## config.mk

```make
export PLATFORM = sky130hd
export DESIGN_NAME = ddcp_top
export DESIGN_NICKNAME = d
export VERILOG_FILES = /design/src/verilog/ddcp_pkg.sv /design/src/verilog/ddcp_fifo.sv /design/src/verilog/ddcp_top.sv
export VERILOG_INCLUDE_DIRS = /design/src /design/src/verilog
export SDC_FILE = /design/constraint.sdc
export NUM_CORES = 1
export LEC_CHECK = 0
export BUFFER_PORTS_ARGS = -buffer_cell sky130_fd_sc_hd__clkbuf_2
export CAP_MARGIN = 0
export CORE_UTILIZATION = 45
export DETAILED_ROUTE_END_ITERATION = 7
export REMOVE_ABC_BUFFERS = 1
export SYNTH_ARGS = -nofsm -noshare
export SYNTH_HDL_FRONTEND = slang
export SYNTH_SLANG_ARGS = --single-unit
```

## constraint.sdc

```tcl
create_clock -name core_clk -period 4.2 [get_ports core_clk]
set_input_delay 0.42 -clock core_clk [delete_from_list [all_inputs] [get_ports core_clk]]
set_output_delay 0.42 -clock core_clk [all_outputs]
set_load 0.01 [all_outputs]
```

## src/verilog/ddcp_cfg.svh

```systemverilog
/*
 Frame layout, command and address codes, and power-on values of the serial
 command port. Definitions only; included by name from the design files.
*/
`ifndef DDCP_CFG_SVH
`define DDCP_CFG_SVH

`define DDCP_FRAME_BITS 24
`define DDCP_LAST_BIT   5'h17
`define DDCP_CMD_HI     21
`define DDCP_CMD_LO     19
`define DDCP_ADDR_HI    18
`define DDCP_ADDR_LO    16
`define DDCP_DATA_HI    15

`define DDCP_CMD_WR     3'h0
`define DDCP_CMD_UPD    3'h1
`define DDCP_CMD_WR_ALL 3'h2
`define DDCP_CMD_WR_UPD 3'h3
`define DDCP_CMD_PWR    3'h4
`define DDCP_CMD_SWRST  3'h5
`define DDCP_CMD_MASK   3'h6
`define DDCP_CMD_REF    3'h7

`define DDCP_ADDR_A     3'h0
`define DDCP_ADDR_B     3'h1
`define DDCP_ADDR_GAIN  3'h2
`define DDCP_ADDR_BOTH  3'h7

`define DDCP_PD_HI      5
`define DDCP_PD_LO      4

`define DDCP_ZERO_CODE  16'h0000
`define DDCP_MID_CODE   16'h8000
`define DDCP_GAIN_RST   2'h3
`define DDCP_PD_RST     2'h0
`define DDCP_MASK_RST   2'h0
`define DDCP_REF_RST    1'h0

`endif

```

## src/verilog/ddcp_pkg.sv

```systemverilog
/*
 Types of the serial command port.
 Assumes the constants header is included where the numbers are needed.
*/
`default_nettype none
`include "ddcp_cfg.svh"

package ddcp_pkg;

	typedef enum logic [1:0] {
		RX_IDLE,
		RX_SHIFT,
		RX_PUSH,
		RX_LOCK
	} ddcp_rx_state_t;

	typedef logic [`DDCP_FRAME_BITS-1:0] ddcp_frame_t;

endpackage : ddcp_pkg

`default_nettype wire

```

## src/verilog/ddcp_fifo.sv

```systemverilog
/*
 Flip-flop FIFO with valid/ready on both sides.
 Assumes one clock domain and a power-of-two depth.
*/
`timescale 1ns/10ps
`default_nettype none

module ddcp_fifo #(
	parameter int WIDTH = 24,
	parameter int DEPTH = 16
) (
	input  wire logic             clk,
	input  wire logic             rst,
	input  wire logic             wr_valid,
	output logic                  wr_ready,
	input  wire logic [WIDTH-1:0] wr_data,
	output logic                  rd_valid,
	input  wire logic             rd_ready,
	output logic [WIDTH-1:0]      rd_data
);
	localparam int PW = $clog2(DEPTH);

	if (DEPTH < 2 || (1 << PW) != DEPTH) begin : g_bad_depth
		$error("ddcp_fifo: DEPTH must be a power of two, at least 2");
	end

	logic [WIDTH-1:0] mem_r [DEPTH];
	logic [PW:0]      wptr_r;
	logic [PW:0]      rptr_r;
	logic             push;
	logic             pop;

	assign wr_ready = (wptr_r ^ rptr_r) != {1'b1, {PW{1'b0}}};
	assign rd_valid = wptr_r != rptr_r;
	assign push     = wr_valid && wr_ready;
	assign pop      = rd_valid && rd_ready;
	assign rd_data  = mem_r[rptr_r[PW-1:0]];

	always_ff @(posedge clk) begin
		if (push) begin
			mem_r[wptr_r[PW-1:0]] <= wr_data;
		end
	end

	always_ff @(posedge clk or posedge rst) begin
		if (rst) begin
			wptr_r <= '0;
			rptr_r <= '0;
		end else begin
			if (push) begin
				wptr_r <= wptr_r + 1'b1;
			end
			if (pop) begin
				rptr_r <= rptr_r + 1'b1;
			end
		end
	end

endmodule : ddcp_fifo

`default_nettype wire

```

## src/verilog/ddcp_top.sv

```systemverilog
/*
 Serial write port and command decoder of a dual-channel converter.
 Assumes frame select, serial clock, data, clear and load arrive
 asynchronously and are sampled by core_clk far faster than the link.
*/
`timescale 1ns/10ps
`default_nettype none
`include "ddcp_cfg.svh"

module ddcp_top #(
	parameter int RES_BITS   = 16,
	parameter bit MID_SCALE  = 1'b0,
	parameter int FIFO_DEPTH = 16
) (
	input  wire logic        core_clk,
	input  wire logic        sys_rst,
	input  wire logic        frame_sel_n,
	input  wire logic        serial_clk,
	input  wire logic        serial_data,
	input  wire logic        async_clear_in_n,
	input  wire logic        load_outputs_strobe_n,
	output logic [15:0]      dac_a_code,
	output logic [15:0]      dac_b_code,
	output logic [1:0]       gain_one,
	output logic [1:0]       pd_mode_a,
	output logic [1:0]       pd_mode_b,
	output logic [1:0]       load_inactive,
	output logic             ref_enable,
	output logic             clear_mode
);
	if (RES_BITS != 16 && RES_BITS != 14 && RES_BITS != 12) begin : g_bad_res
		$error("ddcp_top: RES_BITS must be 16, 14 or 12");
	end

	localparam logic [15:0] CODE_MASK = 16'(16'hFFFF << (16 - RES_BITS));
	localparam logic [15:0] RST_CODE  = MID_SCALE ? `DDCP_MID_CODE : `DDCP_ZERO_CODE;

	// pin synchronisers: bit 0 select, 1 clock, 2 data, 3 clear, 4 load
	logic [4:0] sync1_r;
	logic [4:0] sync2_r;
	logic [4:0] sync3_r;

	always_ff @(posedge core_clk or posedge sys_rst) begin
		if (sys_rst) begin
			sync1_r <= 5'h1F;
			sync2_r <= 5'h1F;
			sync3_r <= 5'h1F;
		end else begin
			sync1_r <= {load_outputs_strobe_n, async_clear_in_n, serial_data,
			            serial_clk, frame_sel_n};
			sync2_r <= sync1_r;
			sync3_r <= sync2_r;
		end
	end

	logic fs_fall;
	logic fs_rise;
	logic sclk_fall;
	logic data_s;
	logic clr_fall;
	logic load_outputs_strobe_fall;

	assign fs_fall   = sync3_r[0] && !sync2_r[0];
	assign fs_rise   = !sync3_r[0] && sync2_r[0];
	assign sclk_fall = sync3_r[1] && !sync2_r[1];
	assign data_s    = sync2_r[2];
	assign clr_fall  = sync3_r[3] && !sync2_r[3];
	assign load_outputs_strobe_fall = sync3_r[4] && !sync2_r[4];

	// receive side
	ddcp_pkg::ddcp_rx_state_t rx_state_r;
	ddcp_pkg::ddcp_frame_t    shreg_r;
	logic [4:0]               bit_cnt_r;
	logic                     frame_done;
	logic                     push_ready;

	assign frame_done = rx_state_r == ddcp_pkg::RX_SHIFT && sclk_fall &&
	                    bit_cnt_r == `DDCP_LAST_BIT;

	always_ff @(posedge core_clk or posedge sys_rst) begin
		if (sys_rst) begin
			rx_state_r <= ddcp_pkg::RX_IDLE;
		end else begin
			unique case (rx_state_r)
				ddcp_pkg::RX_IDLE: begin
					if (fs_fall) begin
						rx_state_r <= ddcp_pkg::RX_SHIFT;
					end
				end
				ddcp_pkg::RX_SHIFT: begin
					if (fs_rise) begin
						rx_state_r <= ddcp_pkg::RX_IDLE;
					end else if (frame_done) begin
						rx_state_r <= ddcp_pkg::RX_PUSH;
					end
				end
				ddcp_pkg::RX_PUSH: begin
					// a full queue holds the frame here; later clocks are ignored
					if (push_ready) begin
						rx_state_r <= ddcp_pkg::RX_LOCK;
					end
				end
				ddcp_pkg::RX_LOCK: begin
					if (sync2_r[0]) begin
						rx_state_r <= ddcp_pkg::RX_IDLE;
					end
				end
			endcase
		end
	end

	always_ff @(posedge core_clk or posedge sys_rst) begin
		if (sys_rst) begin
			shreg_r   <= '0;
			bit_cnt_r <= 5'h00;
		end else if (rx_state_r == ddcp_pkg::RX_IDLE ||
		             (rx_state_r == ddcp_pkg::RX_SHIFT && fs_rise)) begin
			bit_cnt_r <= 5'h00;
		end else if (rx_state_r == ddcp_pkg::RX_SHIFT && sclk_fall) begin
			shreg_r   <= {shreg_r[`DDCP_FRAME_BITS-2:0], data_s};
			bit_cnt_r <= bit_cnt_r + 5'h01;
		end
	end

	// frame queue between the link and the decoder
	ddcp_pkg::ddcp_frame_t rd_frame;
	logic                  rd_valid;
	logic                  rd_ready;
	logic                  exec;

	// a clear owns its cycle, so the decoder stalls rather than race it
	assign rd_ready = !clr_fall;
	assign exec     = rd_valid && rd_ready;

	ddcp_fifo #(
		.WIDTH (`DDCP_FRAME_BITS),
		.DEPTH (FIFO_DEPTH)
	) u_fifo (
		.clk      (core_clk),
		.rst      (sys_rst),
		.wr_valid (rx_state_r == ddcp_pkg::RX_PUSH),
		.wr_ready (push_ready),
		.wr_data  (shreg_r),
		.rd_valid (rd_valid),
		.rd_ready (rd_ready),
		.rd_data  (rd_frame)
	);

	// decode
	logic [2:0]  cmd;
	logic [2:0]  addr;
	logic [15:0] data;
	logic [15:0] code;
	logic        addr_ok;
	logic        is_write;

	assign cmd      = rd_frame[`DDCP_CMD_HI:`DDCP_CMD_LO];
	assign addr     = rd_frame[`DDCP_ADDR_HI:`DDCP_ADDR_LO];
	assign data     = rd_frame[`DDCP_DATA_HI:0];
	assign code     = data & CODE_MASK;
	assign addr_ok  = addr == `DDCP_ADDR_A || addr == `DDCP_ADDR_B ||
	                  addr == `DDCP_ADDR_BOTH;
	assign is_write = cmd == `DDCP_CMD_WR || cmd == `DDCP_CMD_WR_ALL ||
	                  cmd == `DDCP_CMD_WR_UPD;

	logic        full_reset;
	logic [15:0] in_r  [2];
	logic [15:0] out_r [2];
	logic [1:0]  pd_r  [2];
	logic [1:0]  gain_r;
	logic [1:0]  mask_r;
	logic        ref_r;
	logic        clear_mode_r;

	assign full_reset = exec && cmd == `DDCP_CMD_SWRST && data[0];

	for (genvar ch = 0; ch < 2; ch++) begin : g_chan
		logic        hit;
		logic        upd_own;
		logic [15:0] in_nxt;

		assign hit     = addr == (ch == 0 ? `DDCP_ADDR_A : `DDCP_ADDR_B) ||
		                 addr == `DDCP_ADDR_BOTH;
		assign upd_own = exec && (((cmd == `DDCP_CMD_UPD || cmd == `DDCP_CMD_WR_UPD)
		                 && hit) || (cmd == `DDCP_CMD_WR_ALL && addr_ok));
		assign in_nxt  = (exec && is_write && hit) ? code : in_r[ch];

		always_ff @(posedge core_clk or posedge sys_rst) begin
			if (sys_rst) begin
				in_r[ch]  <= RST_CODE;
				out_r[ch] <= RST_CODE;
			end else if (clr_fall) begin
				in_r[ch]  <= RST_CODE;
				out_r[ch] <= RST_CODE;
			end else if (exec && cmd == `DDCP_CMD_SWRST) begin
				in_r[ch]  <= RST_CODE;
				out_r[ch] <= RST_CODE;
			end else begin
				in_r[ch] <= in_nxt;
				if (upd_own || (load_outputs_strobe_fall && !mask_r[ch])) begin
					out_r[ch] <= in_nxt;
				end
			end
		end

		always_ff @(posedge core_clk or posedge sys_rst) begin
			if (sys_rst) begin
				pd_r[ch] <= `DDCP_PD_RST;
			end else if (exec && cmd == `DDCP_CMD_PWR && data[ch]) begin
				pd_r[ch] <= data[`DDCP_PD_HI:`DDCP_PD_LO];
			end else if (full_reset) begin
				pd_r[ch] <= `DDCP_PD_RST;
			end
		end
	end

	always_ff @(posedge core_clk or posedge sys_rst) begin
		if (sys_rst) begin
			gain_r <= `DDCP_GAIN_RST;
		end else if (exec && cmd == `DDCP_CMD_WR && addr == `DDCP_ADDR_GAIN) begin
			gain_r <= data[1:0];
		end else if (exec && cmd == `DDCP_CMD_REF) begin
			gain_r <= data[0] ? 2'h0 : `DDCP_GAIN_RST;
		end else if (full_reset) begin
			gain_r <= `DDCP_GAIN_RST;
		end
	end

	always_ff @(posedge core_clk or posedge sys_rst) begin
		if (sys_rst) begin
			mask_r <= `DDCP_MASK_RST;
			ref_r  <= `DDCP_REF_RST;
		end else if (full_reset) begin
			mask_r <= `DDCP_MASK_RST;
			ref_r  <= `DDCP_REF_RST;
		end else if (exec && cmd == `DDCP_CMD_MASK) begin
			mask_r <= data[1:0];
		end else if (exec && cmd == `DDCP_CMD_REF) begin
			ref_r <= data[0];
		end
	end

	// a new clear edge beats a frame ending in the same cycle
	always_ff @(posedge core_clk or posedge sys_rst) begin
		if (sys_rst) begin
			clear_mode_r <= 1'b0;
		end else if (clr_fall) begin
			clear_mode_r <= 1'b1;
		end else if (frame_done) begin
			clear_mode_r <= 1'b0;
		end
	end

	assign dac_a_code    = out_r[0];
	assign dac_b_code    = out_r[1];
	assign gain_one      = gain_r;
	assign pd_mode_a     = pd_r[0];
	assign pd_mode_b     = pd_r[1];
	assign load_inactive = mask_r;
	assign ref_enable    = ref_r;
	assign clear_mode    = clear_mode_r;
endmodule : ddcp_top

`default_nettype wire

```

-- After elaboration in Yosys (flattened, before gate mapping)
Memory sizes are Yosys's and may differ from the RTL's.
Index checks and enable logic that the tools add are counted.
- add/sub/neg operators: 3
- eq/ne operators: 21
- multiplexer cells: 36
- bitwise logic cells: 2
- reductions and logical operators: 64
- operators with widths (kind ; number):
    $mux W16 ; 12
    $logic_and A1 B1 Y1 ; 29
    $mux W2 ; 14
    $add A5 B1 Y5 const B ; 3
    $eq A3 B3 Y1 const B ; 5
    $logic_or A1 B1 Y1 ; 12
    $reduce_bool A2 Y1 ; 6
    $mux W5 ; 2
    $eq A3 B2 Y1 const B ; 3
    $reduce_bool A3 Y1 ; 3
    $logic_not A1 Y1 ; 8
    $ne A2 B2 Y1 const B ; 4
    $pmux W2 S4 ; 1
    $mux W1 ; 7
    $eq A3 B1 Y1 const B ; 2
    $logic_not A3 Y1 ; 2
    $eq A5 B5 Y1 const B ; 1
    $ne A5 B5 Y1 ; 1
    $ne A5 B5 Y1 const B ; 1
    $xor A5 B5 Y5 ; 1
    $eq A2 B2 Y1 const B ; 2
    $reduce_and A2 Y1 ; 2
    $reduce_and A4 Y1 ; 1
    $ne A3 B3 Y1 const B ; 1
    other kinds (3) ; 3
- bits in registers: 130
- RAM bits: 384
- bits of input ports: 7
- output and inout bits: 42
- logic and storage cells: 145
- memories: 1
- memories (name ; depth ; bits a word ; read ports ; clocked after memory_dff ; write ports ; line ; source):
    u_fifo.mem_r ; 16 ; 24 ; 1 ; 0 ; 1 ; ddcp_fifo.sv:27 ; logic [WIDTH-1:0] mem_r [DEPTH];

-- Logic depth before layout (Yosys ltp)
An unclocked memory read counts as a cell.
- word-level depth: 11
- gate-level depth with buffers: 13
- mapped depth without buffers: 8

-- Modules after synthesis
A second synthesis with hierarchy kept.
- cells, all modules: 1114
- area total of the unflattened synthesis: 19987.9 µm²
- by module, submodules not included (module ; times used ; cells each ; area an instance (µm²)):
    ddcp_fifo ; 1 ; 671 ; 15092.0
    ddcp_top ; 1 ; 443 ; 4895.9

-- Worst setup path before layout
Ideal clock, no wire load.
- kind: register to register
- start point: reg u_fifo.rptr_r[1]
- end point: mem u_fifo.mem_r[3][0], enable pin
- library setup time: 0.429 ns
- arrival: 3.117 ns
- data required time: 3.771 ns
- setup slack: 0.654 ns
- cell stages (with the launch flop): 8
- buffers on the path: 2
- clock period less this slack: 3.546 ns
- path through: dfrtp_1 -> buf_6 -> buf_6 -> xor2_1 -> nor4_1 -> a21oi_1 -> nand2_1 -> nor3_1
- longest elaborated chain between the ends: 5
- ends and longest elaborated chain (what ; line ; source):
    start: declaration ; ddcp_fifo.sv:29 ; logic [PW:0] rptr_r;
    start signal: assignment ; ddcp_fifo.sv:54 ; rptr_r <= rptr_r + 1'b1;
    $xor A5 B5 Y5 ; ddcp_fifo.sv:33 ; assign wr_ready = (wptr_r ^ rptr_r) != {1'b1, {PW{1'b0}}};
    $ne A5 B5 Y1 ; ddcp_fifo.sv:33 ;
    $logic_and A1 B1 Y1 ; ddcp_fifo.sv:35 ; assign push = wr_valid && wr_ready;
    $mux W1 ; ddcp_fifo.sv:40 ; if (push) begin
    $mux W1 (implied by the code) ; ddcp_fifo.sv:41 ; mem_r[wptr_r[PW-1:0]] <= wr_data;
    end: declaration ; ddcp_fifo.sv:27 ;
No other way between the ends.

-- Final worst setup path
- start point: reg u_fifo.rptr_r[1]
- end point: reg out_r, in the netlist dac_b_code[14]
- longest elaborated chain between the ends: 10
- ends and longest elaborated chain (what ; line ; source):
    $mem_v2 Z16 W24 ; - ;
    $eq A3 B2 Y1 (no source line) / $logic_not A3 Y1 (equally long branches) ; - ;
    $logic_or A1 B1 Y1 (no source line) (2 in series) ; - ;
    $logic_and A1 B1 Y1 (2 in series) ; ddcp_top.sv:186 ; assign in_nxt = (exec && is_write && hit) ? code : in_r[ch];
    $mux W16 ; ddcp_top.sv:186 ;
    $mux W16 ; ddcp_top.sv:200 ; if (upd_own || (load_outputs_strobe_fall && !mask_r[ch])) begin
    $mux W16 ; ddcp_top.sv:195 ; end else if (exec && cmd == `DDCP_CMD_SWRST) begin
    $mux W16 ; ddcp_top.sv:192 ; end else if (clr_fall) begin
    end signal: indexed assignment ; ddcp_top.sv:201 ; out_r[ch] <= in_nxt;
    end: declaration ; ddcp_top.sv:168 ; logic [15:0] out_r [2];
Several ways; a longest one is shown, not always the timed one. The select of a mux whose other input is x is not followed.
A chain may end at the register's enable or synchronous reset.

==> impl_metrics.py <==
metrics = {
    "outcome": {
        "run_status": "complete, but fails checks",
        "violations": "DRC",
    },
    "final_layout": {
        "layout.nets": 1174,
        "layout.cell_area.non_filler_um2": 21600,
        "flow.area_growth_from_synthesis_pct": 14.3,
        "antenna_cells": 0,
        "fraction_of_layout_instances_using_a_drive_strength_above_1_pct": 28.3,
        "final_core_util_pct": 52.5,
        "final_cell_count_no_fill": 1736,
    },
    "job": {
        "drv.max_cap_violation_count": 0,
    },
    "route": {
        "dr_wl_met2_mm": 19.0,
        "wl_mm": 39.0,
        "drt.antenna.violating_nets": 0,
        "post-route-drc-count": 7,
        "route.met3.wl_mm": 1.54,
        "route.vias.total": 9440,
        "wl_per_cell_um": 22.4,
        "highest-signal-layer": "met4",
        "detail_route.first_pass.iterations": 8,
        "drt-initial-drc-count": 761,
        "wl_met1_mm": 17.4,
        "drt-vias-per-instance": 5.44,
    },
    "sta": {
        "fin_hold_ws_ns": 0.353,
        "period_needed_ns": 3.66,
        "timing_max_transition_violations_final": 0,
        "slew-limit-headroom_pct": 35.5,
        "tightestPinTransition_ns": 0.955,
        "endpoints_failing_hold": 0,
        "fmax_mhz": 273,
        "report.final.setup_viol": 0,
        "timing.final.crit_share_pct": 87.2,
        "grt_setup_unrepaired": "false",
        "worst_clock_skew_ns": 0.0233,
    },
    "grt": {
        "grt_start_max_net_pins": 79,
        "first_global_vias": 9536,
        "global_route.overflow_total": 0,
        "grt_antenna_before_repair": 0,
        "grt_pass1_wl_mm": 59.0,
        "grt_use_total_pct": 18.9,
    },
    "min_path": {
        "hold_depth": 0,
        "min-delay-path-class": "register to register",
        "min_to": "sync2_r[1]",
        "hp-start": "sync1_r[1]",
    },
    "synth": {
        "postSynthCellCount": 1058,
        "post_synth_instance_area_um2": 18900,
        "synth_enable_flop_cells": 352,
        "synth_ff_type": "sky130_fd_sc_hd__edfxtp_1",
        "yosysSeqAreaShare_pct": 72.9,
        "proportion_of_register_bits_with_asynchronous_set_or_reset_after_synthesis_pct": 26.5,
        "synth_area_per_cell_um2": 17.9,
        "yosys-top-cells-area": "sky130_fd_sc_hd__edfxtp_1 56%, sky130_fd_sc_hd__dfrtp_1 15%, sky130_fd_sc_hd__mux4_2 9.7%, sky130_fd_sc_hd__nand2_1 2.5%, sky130_fd_sc_hd__dfstp_2 2.2%",
        "synth.ff_latch_count": 479,
        "synth_top_area_share_pct": 56.0,
        "yosys.area.top_type": "sky130_fd_sc_hd__edfxtp_1",
        "yosys_warnings": 0,
        "post_synth_num_cell_types": 68,
    },
    "pwr": {
        "power_density_nw_per_um2": 447,
        "total_leakage_power_nw": 7.97,
        "power.ir.vdd_worst_mv": 0.285,
    },
    "place": {
        "dpl-instance-area_um2": 20000,
        "buffer_ports.inserted": 48,
        "finalWeightedCongestion": 0.769,
        "place_hpwl_mm": 23.3,
        "numPlacedInstances": 1634,
    },
    "clock_network": {
        "clock_insertion_delay_worst_skew_ns": 0.59,
        "cts_inserted_buffers": 51,
        "clk_pin_slew_worst_paths_ns": 0.06,
        "tritoncts": "done",
        "cts_root_buffer": "sky130_fd_sc_hd__clkbuf_16",
        "postCtsSetupBuffers": 0,
        "count_of_instances_resized_after_the_clock_tree_is_built": 0,
        "cts.path.max_buffers": 3,
        "ctsHtreeMaxLevel": 2,
        "clkSinkCount": 479,
    },
    "worst_setup_path": {
        "crit-reg2reg-launch": "u_fifo.rptr_r[1]",
        "arrival_ns": 4.13,
        "critical_path.reg2reg.endpoint": "dac_b_code[14]",
        "setup.reg_to_reg.worst_slack_ns": 0.54,
        "cp-end-kind": "register",
        "cp_max_fo": 40,
        "critical_path_class": "register to register",
        "rr_worst_depth": 9,
        "worstPathRequired_ns": 4.67,
        "startpoint_type": "register",
    },
    "die": {
        "die_w_um": 207,
        "starting_density_of_the_core_pct": 45.9,
        "die_y_um": 207,
        "num_io_pins": 49,
        "std_cell_rows": 74,
        "die_ar_um2": 42800,
        "floorplan.core_area_um2": 41100,
    },
}
## layer usage
metal  up-vias  track usage [%]
met5         -                0
met4         0             6.83
met3        70             2.76
met2       210             30.9
met1      4894             25.8
li1       4266                -
## cell type report
class | count | area, um2
Clock buffer | 76 | 1440
Clock inverter | 20 | 134
Fill cell | 3358 | 19500
Inverter | 9 | 38.8
Multi-Input combinational cell | 519 | 4820
Sequential cell | 479 | 13800
Tap cell | 532 | 666
Timing Repair Buffer | 101 | 716
## stage by stage
step	power [mW]	TNS (ns)	setup slack, ns
detailed placement	5.53	0	0.506
CTS	9.74	0	0.499
floorplan	5.44	-529.31	-1.77
finish	9.64	0	0.538
global placement	5.53	0	0.548
global route	9.92	0	0.310
## worst max-delay path by stage
stage | from | to | slack (ns) | cells after the start
CTS | u_fifo.rptr_r[1] | dac_b_code[9] | 0.50 | 9
global route | u_fifo.rptr_r[1] | dac_a_code[10] | 0.31 | 10
floorplan | u_fifo.rptr_r[0] | u_fifo.mem_r[3][0] | -1.77 | 5
finish | u_fifo.rptr_r[1] | dac_b_code[14] | 0.54 | 9
global placement | u_fifo.rptr_r[1] | dac_b_code[9] | 0.55 | 9
detailed placement | u_fifo.rptr_r[1] | dac_b_code[9] | 0.51 | 9
## what timing repair did
action,4_1_cts,5_1_grt
hold buffers,6,0
hold endpoints to repair,59,0
endpoints found under the setup margin,0,0
## layout by cell type (no fill, tap or decap), types with 18 or more instances in the layout
| master | netlist | routed |
|---|---|---|
| sky130_fd_sc_hd__dfrtp_1 | 111 | 108 |
| sky130_fd_sc_hd__a21oi_1 | 18 | 18 |
| sky130_fd_sc_hd__nor2_1 | 59 | 47 |
| sky130_fd_sc_hd__mux2i_1 | 35 | 35 |
| sky130_fd_sc_hd__o21ai_0 | 25 | 25 |
| sky130_fd_sc_hd__mux4_2 | 81 | 81 |
| sky130_fd_sc_hd__buf_4 | 8 | 42 |
| sky130_fd_sc_hd__clkbuf_1 | 15 | 19 |
| sky130_fd_sc_hd__edfxtp_1 | 352 | 352 |
| sky130_fd_sc_hd__clkbuf_2 | 2 | 48 |
| sky130_fd_sc_hd__nand2_1 | 124 | 124 |
| sky130_fd_sc_hd__clkbuf_16 | 0 | 52 |
| sky130_fd_sc_hd__mux2_2 | 28 | 28 |
## synth_stat cells, types with 3 or more instances
library cell,instances
sky130_fd_sc_hd__a31oi_1,3
sky130_fd_sc_hd__inv_1,9
sky130_fd_sc_hd__xnor2_1,6
sky130_fd_sc_hd__buf_4,8
sky130_fd_sc_hd__a21oi_1,18
sky130_fd_sc_hd__buf_2,16
sky130_fd_sc_hd__mux4_2,81
sky130_fd_sc_hd__nand2b_1,7
sky130_fd_sc_hd__mux4_1,6
sky130_fd_sc_hd__mux2i_1,35
sky130_fd_sc_hd__nand2_1,124
sky130_fd_sc_hd__o21ai_2,10
sky130_fd_sc_hd__edfxtp_1,352
sky130_fd_sc_hd__ha_1,6
sky130_fd_sc_hd__mux2_4,10
sky130_fd_sc_hd__buf_1,3
sky130_fd_sc_hd__nand3_1,17
sky130_fd_sc_hd__nor3_1,10
sky130_fd_sc_hd__nand4_1,4
sky130_fd_sc_hd__nor2b_1,8
sky130_fd_sc_hd__o21ai_0,25
sky130_fd_sc_hd__xor2_1,12
sky130_fd_sc_hd__a21boi_0,3
sky130_fd_sc_hd__dfstp_2,16
sky130_fd_sc_hd__a22oi_1,3
sky130_fd_sc_hd__mux2_2,28
sky130_fd_sc_hd__buf_6,5
sky130_fd_sc_hd__nor2_1,59
sky130_fd_sc_hd__dfrtp_1,111
sky130_fd_sc_hd__clkbuf_1,15
## registers in the layout, indices dropped and copies added (netlist names), 2 cells and up, named ones only
register	cells
pd_mode_a	2
bit_cnt_r	5
gain_one	2
u_fifo.wptr_r	5
load_inactive	2
sync3_r	4
dac_b_code	16
u_fifo.mem_r	352
sync1_r	5
shreg_r	22
sync2_r	5
u_fifo.rptr_r	5
in_r	32
pd_mode_b	2
dac_a_code	16
## where the power goes
part	leakage (nW)	switching, mW	internal (mW)
clock network	0.773	1.78	2.43
registers	4.93	0.120	5.20
logic	2.27	0.0721	0.0458
total	7.97	1.97	7.68
## worst max-delay path, stage by stage, from the launching register on
cell                      delay [ns]
sky130_fd_sc_hd__dfrtp_4        0.88
sky130_fd_sc_hd__buf_4          0.40
sky130_fd_sc_hd__mux4_1         0.59
sky130_fd_sc_hd__mux2i_1        0.17
sky130_fd_sc_hd__mux2i_2        0.21
sky130_fd_sc_hd__and3_4         0.25
sky130_fd_sc_hd__a21oi_1        0.15
sky130_fd_sc_hd__o311a_1        0.19
sky130_fd_sc_hd__buf_4          0.31
sky130_fd_sc_hd__mux2_2         0.37
## kinds of logic after synthesis
group / Yosys count / share of synthesized area (%)
compound gates: 90 / 3.43
xor+xnor: 18 / 0.835
fa+ha+maj: 6 / 0.397
buf+inv: 60 / 1.84
flops: 479 / 72.9
mux: 163 / 15.0
simple gates: 242 / 5.60
No activity file was read; power rests on OpenSTA's default activity.
